File: src/rtl/rcs_defs.vh
`ifndef RCS_DEFS_VH
`define RCS_DEFS_VH

// ----------------------------------------------------------------------------
// Register map
// ----------------------------------------------------------------------------
`define RCS_CSR_OFFSET      8'h38
`define RCS_CSR_RESET       32'h0800_0000
`define RCS_ADDR_W          8

// ----------------------------------------------------------------------------
// Field positions
// ----------------------------------------------------------------------------
`define RCS_LOW_POWER_BIT   31
`define RCS_WATCHDOG_BIT    29
`define RCS_SOFTWARE_BIT    28
`define RCS_POWER_ON_BIT    27
`define RCS_PIN_BIT         26
`define RCS_REMOVE_BIT      24
`define RCS_LOCKUP_BIT      23
`define RCS_VDET_BIT        22
`define RCS_LOCKUP_EN_BIT   7
`define RCS_VDET_EN_BIT     6
`define RCS_LSO_RDY_BIT     1
`define RCS_LSO_ON_BIT      0

// ----------------------------------------------------------------------------
// Timing
// ----------------------------------------------------------------------------
`define RCS_MAX_WAIT        2'h3

`endif

File: src/rtl/rcs_reset_cause.v
`timescale 1ns/1ps
`include "rcs_defs.vh"

// Functional notes
// (RULE_01) Word, half, byte access; up to three waits
// (RULE_02) Register at 0x38, resets to 0x08000000
// (RULE_03) Low-power reset sets read-only bit 31
// (RULE_04) Watchdog reset sets read-only bit 29
// (RULE_05) Software reset sets read-only bit 28
// (RULE_06) Power-on or power-down reset sets bit 27
// (RULE_07) External pin reset sets bit 26
// (RULE_08) Writing one to bit 24 clears flags
// (RULE_09) CPU lockup reset sets bit 23
// (RULE_10) Flags survive non-power resets, no direct clear
// (RULE_11) Software keeps reserved bits at reset value
// (RULE_12) Bit 7 lets lockup cause system reset
// (RULE_13) Voltage-detector reset sets bit 22
// (RULE_14) Flag set while its reset is applied
module rcs_reset_cause
(
  input  wire        clk_i,
  input  wire        rst_i,
  input  wire        power_rst_i,
  input  wire        low_power_rst_i,
  input  wire        watchdog_rst_i,
  input  wire        software_rst_i,
  input  wire        external_reset_pin_n_i,
  input  wire        cpu_lockup_i,
  input  wire        voltage_detector_i,
  input  wire        low_speed_osc_ready_i,
  input  wire        wb_cyc_i,
  input  wire        wb_stb_i,
  input  wire        wb_we_i,
  input  wire [7:0]  wb_adr_i,
  input  wire [3:0]  wb_sel_i,
  input  wire [31:0] wb_dat_i,
  output reg  [31:0] wb_dat_o,
  output reg         wb_ack_o,
  output reg         lockup_rst_req_o,
  output reg         vdet_rst_req_o,
  output reg         low_speed_osc_on_o
);

  // --------------------------------------------------------------------------
  // Registers
  // --------------------------------------------------------------------------
  // Sticky reset-cause flags and their next values.
  reg        low_power_reset_flag_r;
  reg        watchdog_reset_flag_r;
  reg        software_reset_flag_r;
  reg        power_on_reset_flag_r;
  reg        pin_reset_flag_r;
  reg        cpu_lockup_reset_flag_r;
  reg        voltage_detector_reset_flag_r;
  reg        low_power_reset_flag_nxt;
  reg        watchdog_reset_flag_nxt;
  reg        software_reset_flag_nxt;
  reg        power_on_reset_flag_nxt;
  reg        pin_reset_flag_nxt;
  reg        cpu_lockup_reset_flag_nxt;
  reg        voltage_detector_reset_flag_nxt;

  // Software control bits and their next values.
  reg        cpu_lockup_reset_enable_r;
  reg        voltage_detector_reset_enable_r;
  reg        low_speed_osc_on_r;
  reg        cpu_lockup_reset_enable_nxt;
  reg        voltage_detector_reset_enable_nxt;
  reg        low_speed_osc_on_nxt;

  // Two-stage synchronisers for the external reset pin and the oscillator-ready level.
  reg [1:0]  pin_sync_r;
  reg [1:0]  lsrdy_sync_r;

  // Bus handshake state, wait counting and gap measurement.
  reg [2:0]  state_r;
  reg [2:0]  state_nxt;
  reg [1:0]  wait_cnt_r;
  reg [1:0]  wait_cnt_nxt;
  reg        prev_hit_r;
  reg        prev_hit_nxt;
  reg [1:0]  gap_cnt_r;
  reg [1:0]  gap_cnt_nxt;
  reg        ack_nxt;
  reg [31:0] rdata_nxt;
  reg [31:0] csr_val;

  wire       hit;
  wire       start;
  wire       wr_done;
  wire       rmv;
  wire       pin_rst;
  wire       lockup_set;
  wire       vdet_set;

  // Handshake states, one-hot.
  localparam [2:0] ST_IDLE = 3'h1;
  localparam [2:0] ST_WAIT = 3'h2;
  localparam [2:0] ST_DONE = 3'h4;

  // Byte-lane merge for one bit of a write, used by the two enable bits and the oscillator-on bit.
  function lane_bit;
    input [31:0] old;
    input [31:0] dat;
    input [3:0]  sel;
    input integer pos;
    begin
      lane_bit = sel[pos / 8] ? dat[pos] : old[pos];
    end
  endfunction

  // --------------------------------------------------------------------------
  // Pin synchronisers
  // --------------------------------------------------------------------------
  // The external reset pin passes through two flops; only the second stage drives pin_rst.
  always @(posedge clk_i)
  begin
    pin_sync_r <= {pin_sync_r[0], external_reset_pin_n_i};
  end

  // The oscillator-ready level is synchronised the same way.
  always @(posedge clk_i)
  begin
    lsrdy_sync_r <= {lsrdy_sync_r[0], low_speed_osc_ready_i};
  end

  // The pin is active low; a high value here means the pin holds reset.
  assign pin_rst = ~pin_sync_r[1];

  // --------------------------------------------------------------------------
  // Bus decode and wait states
  // --------------------------------------------------------------------------
  assign hit     = (wb_adr_i == `RCS_CSR_OFFSET);
  assign start   = wb_cyc_i & wb_stb_i & (state_r == ST_IDLE);
  assign wr_done = (state_r == ST_WAIT) & (wait_cnt_r == 2'h0) &
                   wb_we_i & hit;
  // Remove-flags acts only when its lane is enabled and the bit is one.
  assign rmv     = wr_done & wb_sel_i[3] & wb_dat_i[`RCS_REMOVE_BIT]; // [RULE_08]

  // Assembled register image; reserved and write-only bits read zero.
  always @*
  begin
    csr_val                       = 32'h0000_0000;
    csr_val[`RCS_LOW_POWER_BIT]   = low_power_reset_flag_r;
    csr_val[`RCS_WATCHDOG_BIT]    = watchdog_reset_flag_r;
    csr_val[`RCS_SOFTWARE_BIT]    = software_reset_flag_r;
    csr_val[`RCS_POWER_ON_BIT]    = power_on_reset_flag_r;
    csr_val[`RCS_PIN_BIT]         = pin_reset_flag_r;
    csr_val[`RCS_LOCKUP_BIT]      = cpu_lockup_reset_flag_r;
    csr_val[`RCS_VDET_BIT]        = voltage_detector_reset_flag_r;
    csr_val[`RCS_LOCKUP_EN_BIT]   = cpu_lockup_reset_enable_r;
    csr_val[`RCS_VDET_EN_BIT]     = voltage_detector_reset_enable_r;
    csr_val[`RCS_LSO_RDY_BIT]     = lsrdy_sync_r[1];
    csr_val[`RCS_LSO_ON_BIT]      = low_speed_osc_on_r;
  end

  // Handshake next-state logic.  A request is taken only in idle, so the
  // cycle that carries ack can never start a second access by mistake.
  // The gap counter measures cycles since the last ack to any address.
  always @*
  begin
    state_nxt    = state_r;
    wait_cnt_nxt = wait_cnt_r;
    gap_cnt_nxt  = (gap_cnt_r == `RCS_MAX_WAIT) ? gap_cnt_r
                                                : gap_cnt_r + 2'h1;
    prev_hit_nxt = prev_hit_r;
    ack_nxt      = 1'b0;
    rdata_nxt    = wb_dat_o;

    case (state_r)
      ST_IDLE:
      begin
        if (start)
        begin
          state_nxt = ST_WAIT;
          // Successive hits wait three cycles less the gap; a
          // gap of three cycles or more costs no wait at all.
          if (hit && prev_hit_r)
            wait_cnt_nxt = `RCS_MAX_WAIT - gap_cnt_r; // [RULE_01]
          else
            wait_cnt_nxt = 2'h0;
        end
      end
      ST_WAIT:
      begin
        // Count down the inserted wait cycles before answering.
        if (wait_cnt_r != 2'h0)
          wait_cnt_nxt = wait_cnt_r - 2'h1;
        else
        begin
          state_nxt    = ST_DONE;
          ack_nxt      = 1'b1;
          prev_hit_nxt = hit;
          gap_cnt_nxt  = 2'h0;
          // Unmapped addresses read zero and ignore writes.
          rdata_nxt    = (hit && !wb_we_i) ? csr_val : 32'h0000_0000;
        end
      end
      ST_DONE:
      begin
        // Ack stands for one cycle while the master drops its request.
        state_nxt = ST_IDLE;
      end
      default:
      begin
        // Codes that are not one-hot fall back to idle.
        state_nxt = ST_IDLE;
      end
    endcase
  end

  // Handshake registers; a system reset returns the bus side to idle.
  always @(posedge clk_i)
  begin
    if (rst_i)
    begin
      state_r    <= ST_IDLE;
      wait_cnt_r <= 2'h0;
      gap_cnt_r  <= 2'h0;
      prev_hit_r <= 1'b0;
      wb_ack_o   <= 1'b0;
      wb_dat_o   <= 32'h0000_0000;
    end
    else
    begin
      state_r    <= state_nxt;
      wait_cnt_r <= wait_cnt_nxt;
      gap_cnt_r  <= gap_cnt_nxt;
      prev_hit_r <= prev_hit_nxt;
      wb_ack_o   <= ack_nxt;
      wb_dat_o   <= rdata_nxt;
    end
  end

  // --------------------------------------------------------------------------
  // Reset-cause flags
  // --------------------------------------------------------------------------
  // Lockup and detector causes count only while their enable bit is set.
  assign lockup_set = cpu_lockup_i & cpu_lockup_reset_enable_r; // [RULE_12]
  assign vdet_set   = voltage_detector_i & voltage_detector_reset_enable_r;

  // Next value of one sticky flag; a new cause beats remove-flags.
  function flag_next;
    input cur;
    input set;
    input clr;
    begin
      if (set)
        flag_next = 1'b1; // [RULE_14]
      else if (clr)
        flag_next = 1'b0; // [RULE_10]
      else
        flag_next = cur;
    end
  endfunction

  // Next flag values.  A cause is sampled while it is asserted, so a reset
  // that lands in the same cycle as remove-flags is never lost.
  always @*
  begin
    low_power_reset_flag_nxt =
      flag_next(low_power_reset_flag_r, low_power_rst_i, rmv); // [RULE_03]
    watchdog_reset_flag_nxt =
      flag_next(watchdog_reset_flag_r, watchdog_rst_i, rmv); // [RULE_04]
    software_reset_flag_nxt =
      flag_next(software_reset_flag_r, software_rst_i, rmv); // [RULE_05]
    power_on_reset_flag_nxt =
      flag_next(power_on_reset_flag_r, 1'b0, rmv); // [RULE_10]
    pin_reset_flag_nxt =
      flag_next(pin_reset_flag_r, pin_rst, rmv); // [RULE_07]
    cpu_lockup_reset_flag_nxt =
      flag_next(cpu_lockup_reset_flag_r, lockup_set, rmv); // [RULE_09]
    voltage_detector_reset_flag_nxt =
      flag_next(voltage_detector_reset_flag_r, vdet_set, rmv); // [RULE_13]
  end

  // Of the resets only the power reset clears flags; system resets leave them alone.
  // The power-on flag alone comes up set after a power reset.
  always @(posedge clk_i)
  begin
    if (power_rst_i)
    begin
      low_power_reset_flag_r        <= 1'b0;
      watchdog_reset_flag_r         <= 1'b0;
      software_reset_flag_r         <= 1'b0;
      power_on_reset_flag_r         <= 1'b1; // [RULE_02] [RULE_06]
      pin_reset_flag_r              <= 1'b0;
      cpu_lockup_reset_flag_r       <= 1'b0;
      voltage_detector_reset_flag_r <= 1'b0;
    end
    else
    begin
      low_power_reset_flag_r        <= low_power_reset_flag_nxt;
      watchdog_reset_flag_r         <= watchdog_reset_flag_nxt;
      software_reset_flag_r         <= software_reset_flag_nxt;
      power_on_reset_flag_r         <= power_on_reset_flag_nxt;
      pin_reset_flag_r              <= pin_reset_flag_nxt;
      cpu_lockup_reset_flag_r       <= cpu_lockup_reset_flag_nxt;
      voltage_detector_reset_flag_r <= voltage_detector_reset_flag_nxt;
    end
  end

  // --------------------------------------------------------------------------
  // Control bits and reset requests
  // --------------------------------------------------------------------------
  // Next control bits; a write changes a bit only when its lane is enabled,
  // so a byte write aimed at remove-flags leaves the enables alone.
  always @*
  begin
    cpu_lockup_reset_enable_nxt       = cpu_lockup_reset_enable_r;
    voltage_detector_reset_enable_nxt = voltage_detector_reset_enable_r;
    low_speed_osc_on_nxt              = low_speed_osc_on_r;
    if (wr_done)
    begin
      cpu_lockup_reset_enable_nxt = lane_bit(csr_val, wb_dat_i, wb_sel_i,
                                             `RCS_LOCKUP_EN_BIT);
      voltage_detector_reset_enable_nxt = lane_bit(csr_val, wb_dat_i,
                                                   wb_sel_i,
                                                   `RCS_VDET_EN_BIT);
      low_speed_osc_on_nxt = lane_bit(csr_val, wb_dat_i, wb_sel_i,
                                      `RCS_LSO_ON_BIT);
    end
  end

  // Enables survive system resets too; only power reset restores them.
  always @(posedge clk_i)
  begin
    if (power_rst_i)
    begin
      cpu_lockup_reset_enable_r       <= 1'b0;
      voltage_detector_reset_enable_r <= 1'b0;
      low_speed_osc_on_r              <= 1'b0;
      lockup_rst_req_o                <= 1'b0;
      vdet_rst_req_o                  <= 1'b0;
      low_speed_osc_on_o              <= 1'b0;
    end
    else
    begin
      cpu_lockup_reset_enable_r       <= cpu_lockup_reset_enable_nxt;
      voltage_detector_reset_enable_r <= voltage_detector_reset_enable_nxt;
      low_speed_osc_on_r              <= low_speed_osc_on_nxt;
      // Lockup raises a system reset only when enabled.
      lockup_rst_req_o   <= lockup_set; // [RULE_12]
      vdet_rst_req_o     <= vdet_set;
      low_speed_osc_on_o <= low_speed_osc_on_r;
    end
  end

endmodule // rcs_reset_cause

File: config.mk
export PLATFORM = sky130hd
export DESIGN_NAME = rcs_reset_cause
export DESIGN_NICKNAME = d
export VERILOG_FILES = /design/src/rtl/rcs_reset_cause.v
export VERILOG_INCLUDE_DIRS = /design/src /design/src/rtl
export SDC_FILE = /design/constraint.sdc
export NUM_CORES = 1
export LEC_CHECK = 0
export ABC_AREA = 1
export BUFFER_PORTS_ARGS = -buffer_cell sky130_fd_sc_hd__buf_2
export CORE_MARGIN = 1
export CORE_UTILIZATION = 42
export CTS_CLUSTER_SIZE = 20
export DETAILED_ROUTE_END_ITERATION = 7
export PLACE_DENSITY = 0.78
export REMOVE_ABC_BUFFERS = 1
export SYNTH_ARGS = -nofsm -noshare
export SYNTH_HDL_FRONTEND = slang
export SYNTH_SLANG_ARGS = --single-unit
File: constraint.sdc
create_clock -name clk_i -period 1.4 [get_ports clk_i]
set_input_delay 0.14 -clock clk_i [delete_from_list [all_inputs] [get_ports clk_i]]
set_output_delay 0.14 -clock clk_i [all_outputs]
set_load 0.02 [all_outputs]
Yosys cells after proc, flatten, opt, wreduce, memory -nomap -nowiden
Index checks and enable logic that the tools add are counted.
{ "totals": {"ff_bits": 58, "input_bits": 57, "out_inout_bits": 36, "wordCells": 78} }
{ "op_classes": {"add_sub_neg": 3, "n_eq_ne": 8, "n_mux": 19, "bitwise": 11, "reduce_logical": 16} }
{ "ops": {"columns": ["cell", "n"], "rows": [
  ["32-bit 2-to-1 mux", 1],
  ["2-bit nonzero test", 7],
  ["2-bit 2-to-1 mux", 6],
  ["1-bit bitwise AND", 9],
  ["8-bit by 6-bit == test with 1-bit output, second input constant", 1],
  ["1-bit 2-to-1 mux", 8],
  ["3-bit 2-to-1 mux", 2],
  ["3-bit case mux with 2 select lines", 1],
  ["2-bit AND reduction", 3],
  ["2-bit by 1-bit != test with 1-bit output, second input constant", 2],
  ["2-bit != test, second input constant", 2],
  ["2-bit case mux with 2 select lines", 1],
  ["3-bit by 1-bit == test with 1-bit output, second input constant", 1],
  ["3-bit by 2-bit == test with 1-bit output, second input constant", 1],
  ["3-bit AND reduction", 1],
  ["2-bit by 1-bit adder with 2-bit output, second input constant", 1],
  ["2-bit == test, second input constant", 1],
  ["1-bit logical AND", 2],
  ["2-bit logical NOT", 1],
  ["1-bit NOT", 2],
  ["2-bit OR reduction", 1],
  ["2-bit by 1-bit subtractor with 2-bit output, second input constant", 1],
  ["2-bit subtractor, first input constant", 1],
  ["1-bit logical NOT", 1]
]} }

Logic depth before layout (Yosys ltp)
{ "depth": {"word_depth": 8, "depth_mapped": 9, "mapped_depth_nobuf": 8} }

Worst setup path after synthesis
OpenSTA, ideal clock, no wires.
{ "synth_path": {"kind": "register -> register", "start": "reg wait_cnt_r[0]", "end": "reg cpu_lockup_reset_enable_r", "setup_time_ps": 132, "arrival_ps": 1151, "required_ps": 1268, "path_slack_ps": 117, "stages_incl_launch_ff": 8, "n_path_buf": 0, "synth_period_minus_slack_ps": 1283, "cell_sequence": "dfxtp_1 inv_1 ha_1 nand4_2 nor2_1 nand3_1 nand2_1 a21oi_1"} }
{ "synth_between": {"elab_chain_cells": 5} }
{ "synth_lines": {"columns": ["item", "line_no", "rtl"], "rows": [
  ["start: declaration", "rcs_reset_cause.v:78", "reg [1:0] wait_cnt_r;"],
  ["start signal: assignment", "rcs_reset_cause.v:227", "wait_cnt_r <= wait_cnt_nxt;"],
  ["2-bit logical NOT", "rcs_reset_cause.v:135", "assign wr_done = (state_r == ST_WAIT) & (wait_cnt_r == 2'h0) &"],
  ["1-bit bitwise AND (2 in a row)", "rcs_reset_cause.v:135", null],
  ["1-bit bitwise AND", "rcs_reset_cause.v:136", "wb_we_i & hit;"],
  ["2-bit AND reduction (no source line)", null, null],
  ["end signal: assignment", "rcs_reset_cause.v:339", "cpu_lockup_reset_enable_r <= cpu_lockup_reset_enable_nxt;"],
  ["end: declaration", "rcs_reset_cause.v:64", "reg cpu_lockup_reset_enable_r;"]
]} }
Every way passes these cells.
A chain may end at the register's enable or synchronous reset.

Final worst setup path
{ "layout_path": {"start": "reg wait_cnt_r[0]", "end": "reg wb_dat_o[7]"} }
{ "layout_between": {"elab_chain_cells": 3} }
{ "layout_lines": {"columns": ["item", "line_no", "rtl"], "rows": [
  ["2-bit nonzero test", "rcs_reset_cause.v:187", "if (wait_cnt_r != 2'h0)"],
  ["1-bit NOT (no source line)", null, null],
  ["2-bit AND reduction (no source line)", null, null],
  ["end signal: assignment", "rcs_reset_cause.v:231", "wb_dat_o <= rdata_nxt;"],
  ["end: declaration", "rcs_reset_cause.v:37", "output reg [31:0] wb_dat_o,"]
]} }
Every way passes these cells.

==> results.yml <==
logic_synthesis:
  synth_edf_count: 0
  yosysTopAreaCell: "dfxtp_1"
  yosys-top-cells-area: "dfxtp_1 (49%), buf_4 (10%), nand2_1 (9.2%), nand3_1 (8.3%), nor2_1 (4.5%)"
  syn-instance-count: 190
  ys_top_cells_by_count: "dfxtp_1 (37), nand2_1 (37), nand3_1 (25)"
  synth.distinct_cells: 24
  ys_warn_count: 0
  ys_seq_elements: 37
  async_reset_ff_share_pct: 0
  synthFlopType: "dfxtp_1"
  synth_top_area_share_pct: 49.0
  yosysSeqAreaShare_pct: 49.0
  netlist_area_um2: 1510
  avgSynthCellArea_um2: 7.95
grt:
  antenna_found_initial: 0
  grt_pass1_wl_um: 4370
  grt_start_max_net_pins: 16
  gr-total-overflow: 0
  grt_use_total_pct: 16.2
  grt_pass1_vias: 1072
floorplan:
  ios: 93
  fp.dieH_um: 62.0
  design.core.area_um2: 3390
  std_cell_rows: 21
  initial_core_util_pct: 44.6
  dieArea_um2: 3840
  die_w_um: 62.0
finish:
  area_growth_pct: 21.1
  num-nets-final: 298
  stdcell_count: 286
  diodes: 0
  finish.utilization_pct: 54.0
  drive_gt1_share_pct: 27.1
power_and_ir_drop:
  peakVddDrop_mv: 0.521
  p_leak_uw: 0.000958
  power.total_uw: 1990
  powerDensity_nw_per_um2: 1090
min_path:
  worstHoldPathCells: 3
  hold_path_class: "in2reg"
  hold_path.startpoint: "low_power_rst_i"
  min_delay_worst_endpoint: "low_power_reset_flag_r"
timing:
  setup_viol: 0
  fmax_mhz: 759
  min_period_ns: 1.32
  period_share_pct: 94.1
  fin_worst_skew_ns: 0.00609
  rsz0062_at_grt: "true"
  slew_viol_final: 0
  hold_violations: 0
  finalSetupTns_ns: 0
route:
  drc: 0
  dr_total_vias: 1309
  firstDrtPassIters: 6
  drtIter0Drc: 61
  drtAntennaViolNets: 0
  wire_per_inst_um: 9.81
  vias_per_cell: 4.58
  totalWireLength_um: 2810
worst_setup_path:
  path_common_cell: "nand2_1"
  crit_chain: "inv_2 -> ha_4 -> inv_1 -> nor2_2 -> nand2_1 -> nor2_4 -> buf_6 -> nand3_1 -> nand2_1"
  cp.required_ns: 1.69
  startpoint_type: "register"
  r2r_cells: 9
  rr_endpoint: "wb_dat_o[7]"
  rrSetupSlack_ns: 0.08
  cp.arrival_ns: 1.60
  r2r_start: "wait_cnt_r[0]"
  end_kind: "register"
  crit_fanout: 6
  cpPeakStageDelay_ns: 0.34
  cp_slowest_cell: "dfxtp_1"
  path_class: "reg2reg"
clock_network:
  numCtsBuffers: 5
  clk_pin_slew_ns: 0.11
  clock-sinks: 37
  htreeDepth: 2
  clk_latency_ns: 0.34
  clockBufferDepth: 2
  cts_setup_buffers: 0
  cts_tree: "yes"
  clockRootBuffer: "clkbuf_4"
placed_design:
  dp_hpwl_um: 2090
  placedCellCount: 277
  portBuffers: 41
  finalWeightedCongestion: 0.849
run:
  maxCapViolCount: 0
status:
  outcome: "complete, no violations"
[worst max-delay path, delay by kind of cell, from the launching register on]
kind	cells	cell delay [ns]
adder cells (fa/ha/maj)	1	0.15
flip-flops	1	0.34
AND/OR/NAND/NOR	5	0.51
buffers and inverters	3	0.27
[registers in the layout, indices dropped and copies added (netlist names), 2 cells and up]
name / count
pin_sync_r: 2
state_r: 3
wait_cnt_r: 2
gap_cnt_r: 2
lsrdy_sync_r: 2
wb_dat_o: 11
[timing repair]
item | 4_1_cts | 5_1_grt
hold buffers | 2 | 0
resized for setup | 1 | 7
endpoints found under the hold margin | 2 | 0
endpoints found under the setup margin | 2 | 24
pin swaps | 0 | 1
[layout make-up]
class / instances / area [um^2]
multi-input cells: 128 / 609
clock inverters: 2 / 35.0
flip-flops and latches: 37 / 741
inverters: 19 / 71.3
well taps: 46 / 57.6
repair buffers: 49 / 278
clock buffers: 5 / 37.5
fillers: 327 / 1560
[report_power, final]
| part | leakage [uW] | switching, uW | total, uW | internal (uW) |
|---|---|---|---|---|
| Combinational | 0.000615 | 129 | 197 | 68.1 |
| Clock | 0.0000410 | 334 | 698 | 364 |
| Sequential | 0.000302 | 14.7 | 1100 | 1080 |
| Total | 0.000958 | 478 | 1990 | 1510 |
[cells by family after synthesis]
kind of cell    count (synthesis)  synth area share (%)
compound gates                 15                  5.22
other cells                     1                 0.248
buf+inv                        45                  17.1
fa+ha+maj                       1                 0.828
simple gates                   91                  27.6
flops                          37                  49.0
[worst max-delay path by stage]
stage,from,end,slack (ns)
floorplan,wait_cnt_r[0],cpu_lockup_reset_enable_r,-0.04
global placement,wait_cnt_r[0],voltage_detector_reset_enable_r,0.05
detailed placement,wait_cnt_r[0],voltage_detector_reset_enable_r,0.01
CTS,wait_cnt_r[0],wb_dat_o[7],0.03
global route,wait_cnt_r[1],wb_dat_o[0],-0.01
finish,wait_cnt_r[0],wb_dat_o[7],0.08
[routing by layer]
metal  global-route usage (%)  vias to the layer above  routed length [um]  part of all wire (%)
met5                        0                        -                   0                     0
met4                     7.62                        0                  38                   1.4
met3                     5.59                        4                 160                   5.7
met2                     26.3                       53                1380                    49
met1                     19.0                      584                1220                    44
li1                         -                      668                   -                     -
[per-stage QoR]
stage          hold WS, ns  setup WS, ns  area [um^2]
2_1_floorplan        0.168       -0.0354         1400
4_1_cts             0.0163        0.0263         1800
6_report            0.0310        0.0829         1830
5_1_grt            0.00808       -0.0104         1830
3_5_place_dp         0.245        0.0146         1710
3_3_place_gp         0.242        0.0461         1710
[layout by cell type (no fill, tap or decap), drive strengths merged]
cell / instances
nor2: 20
nand4: 5
nand3b: 1
bufinv: 1
o211ai: 1
conb: 21
clkinv: 2
dlygate4sd3: 2
a21oi: 9
or2: 2
o22ai: 1
ha: 1
inv: 18
nand2: 37
buf: 47
dfxtp: 37
o21ai: 4
nand3: 26
clkbuf: 5
Note: power is estimated with default switching activity, not from simulation.
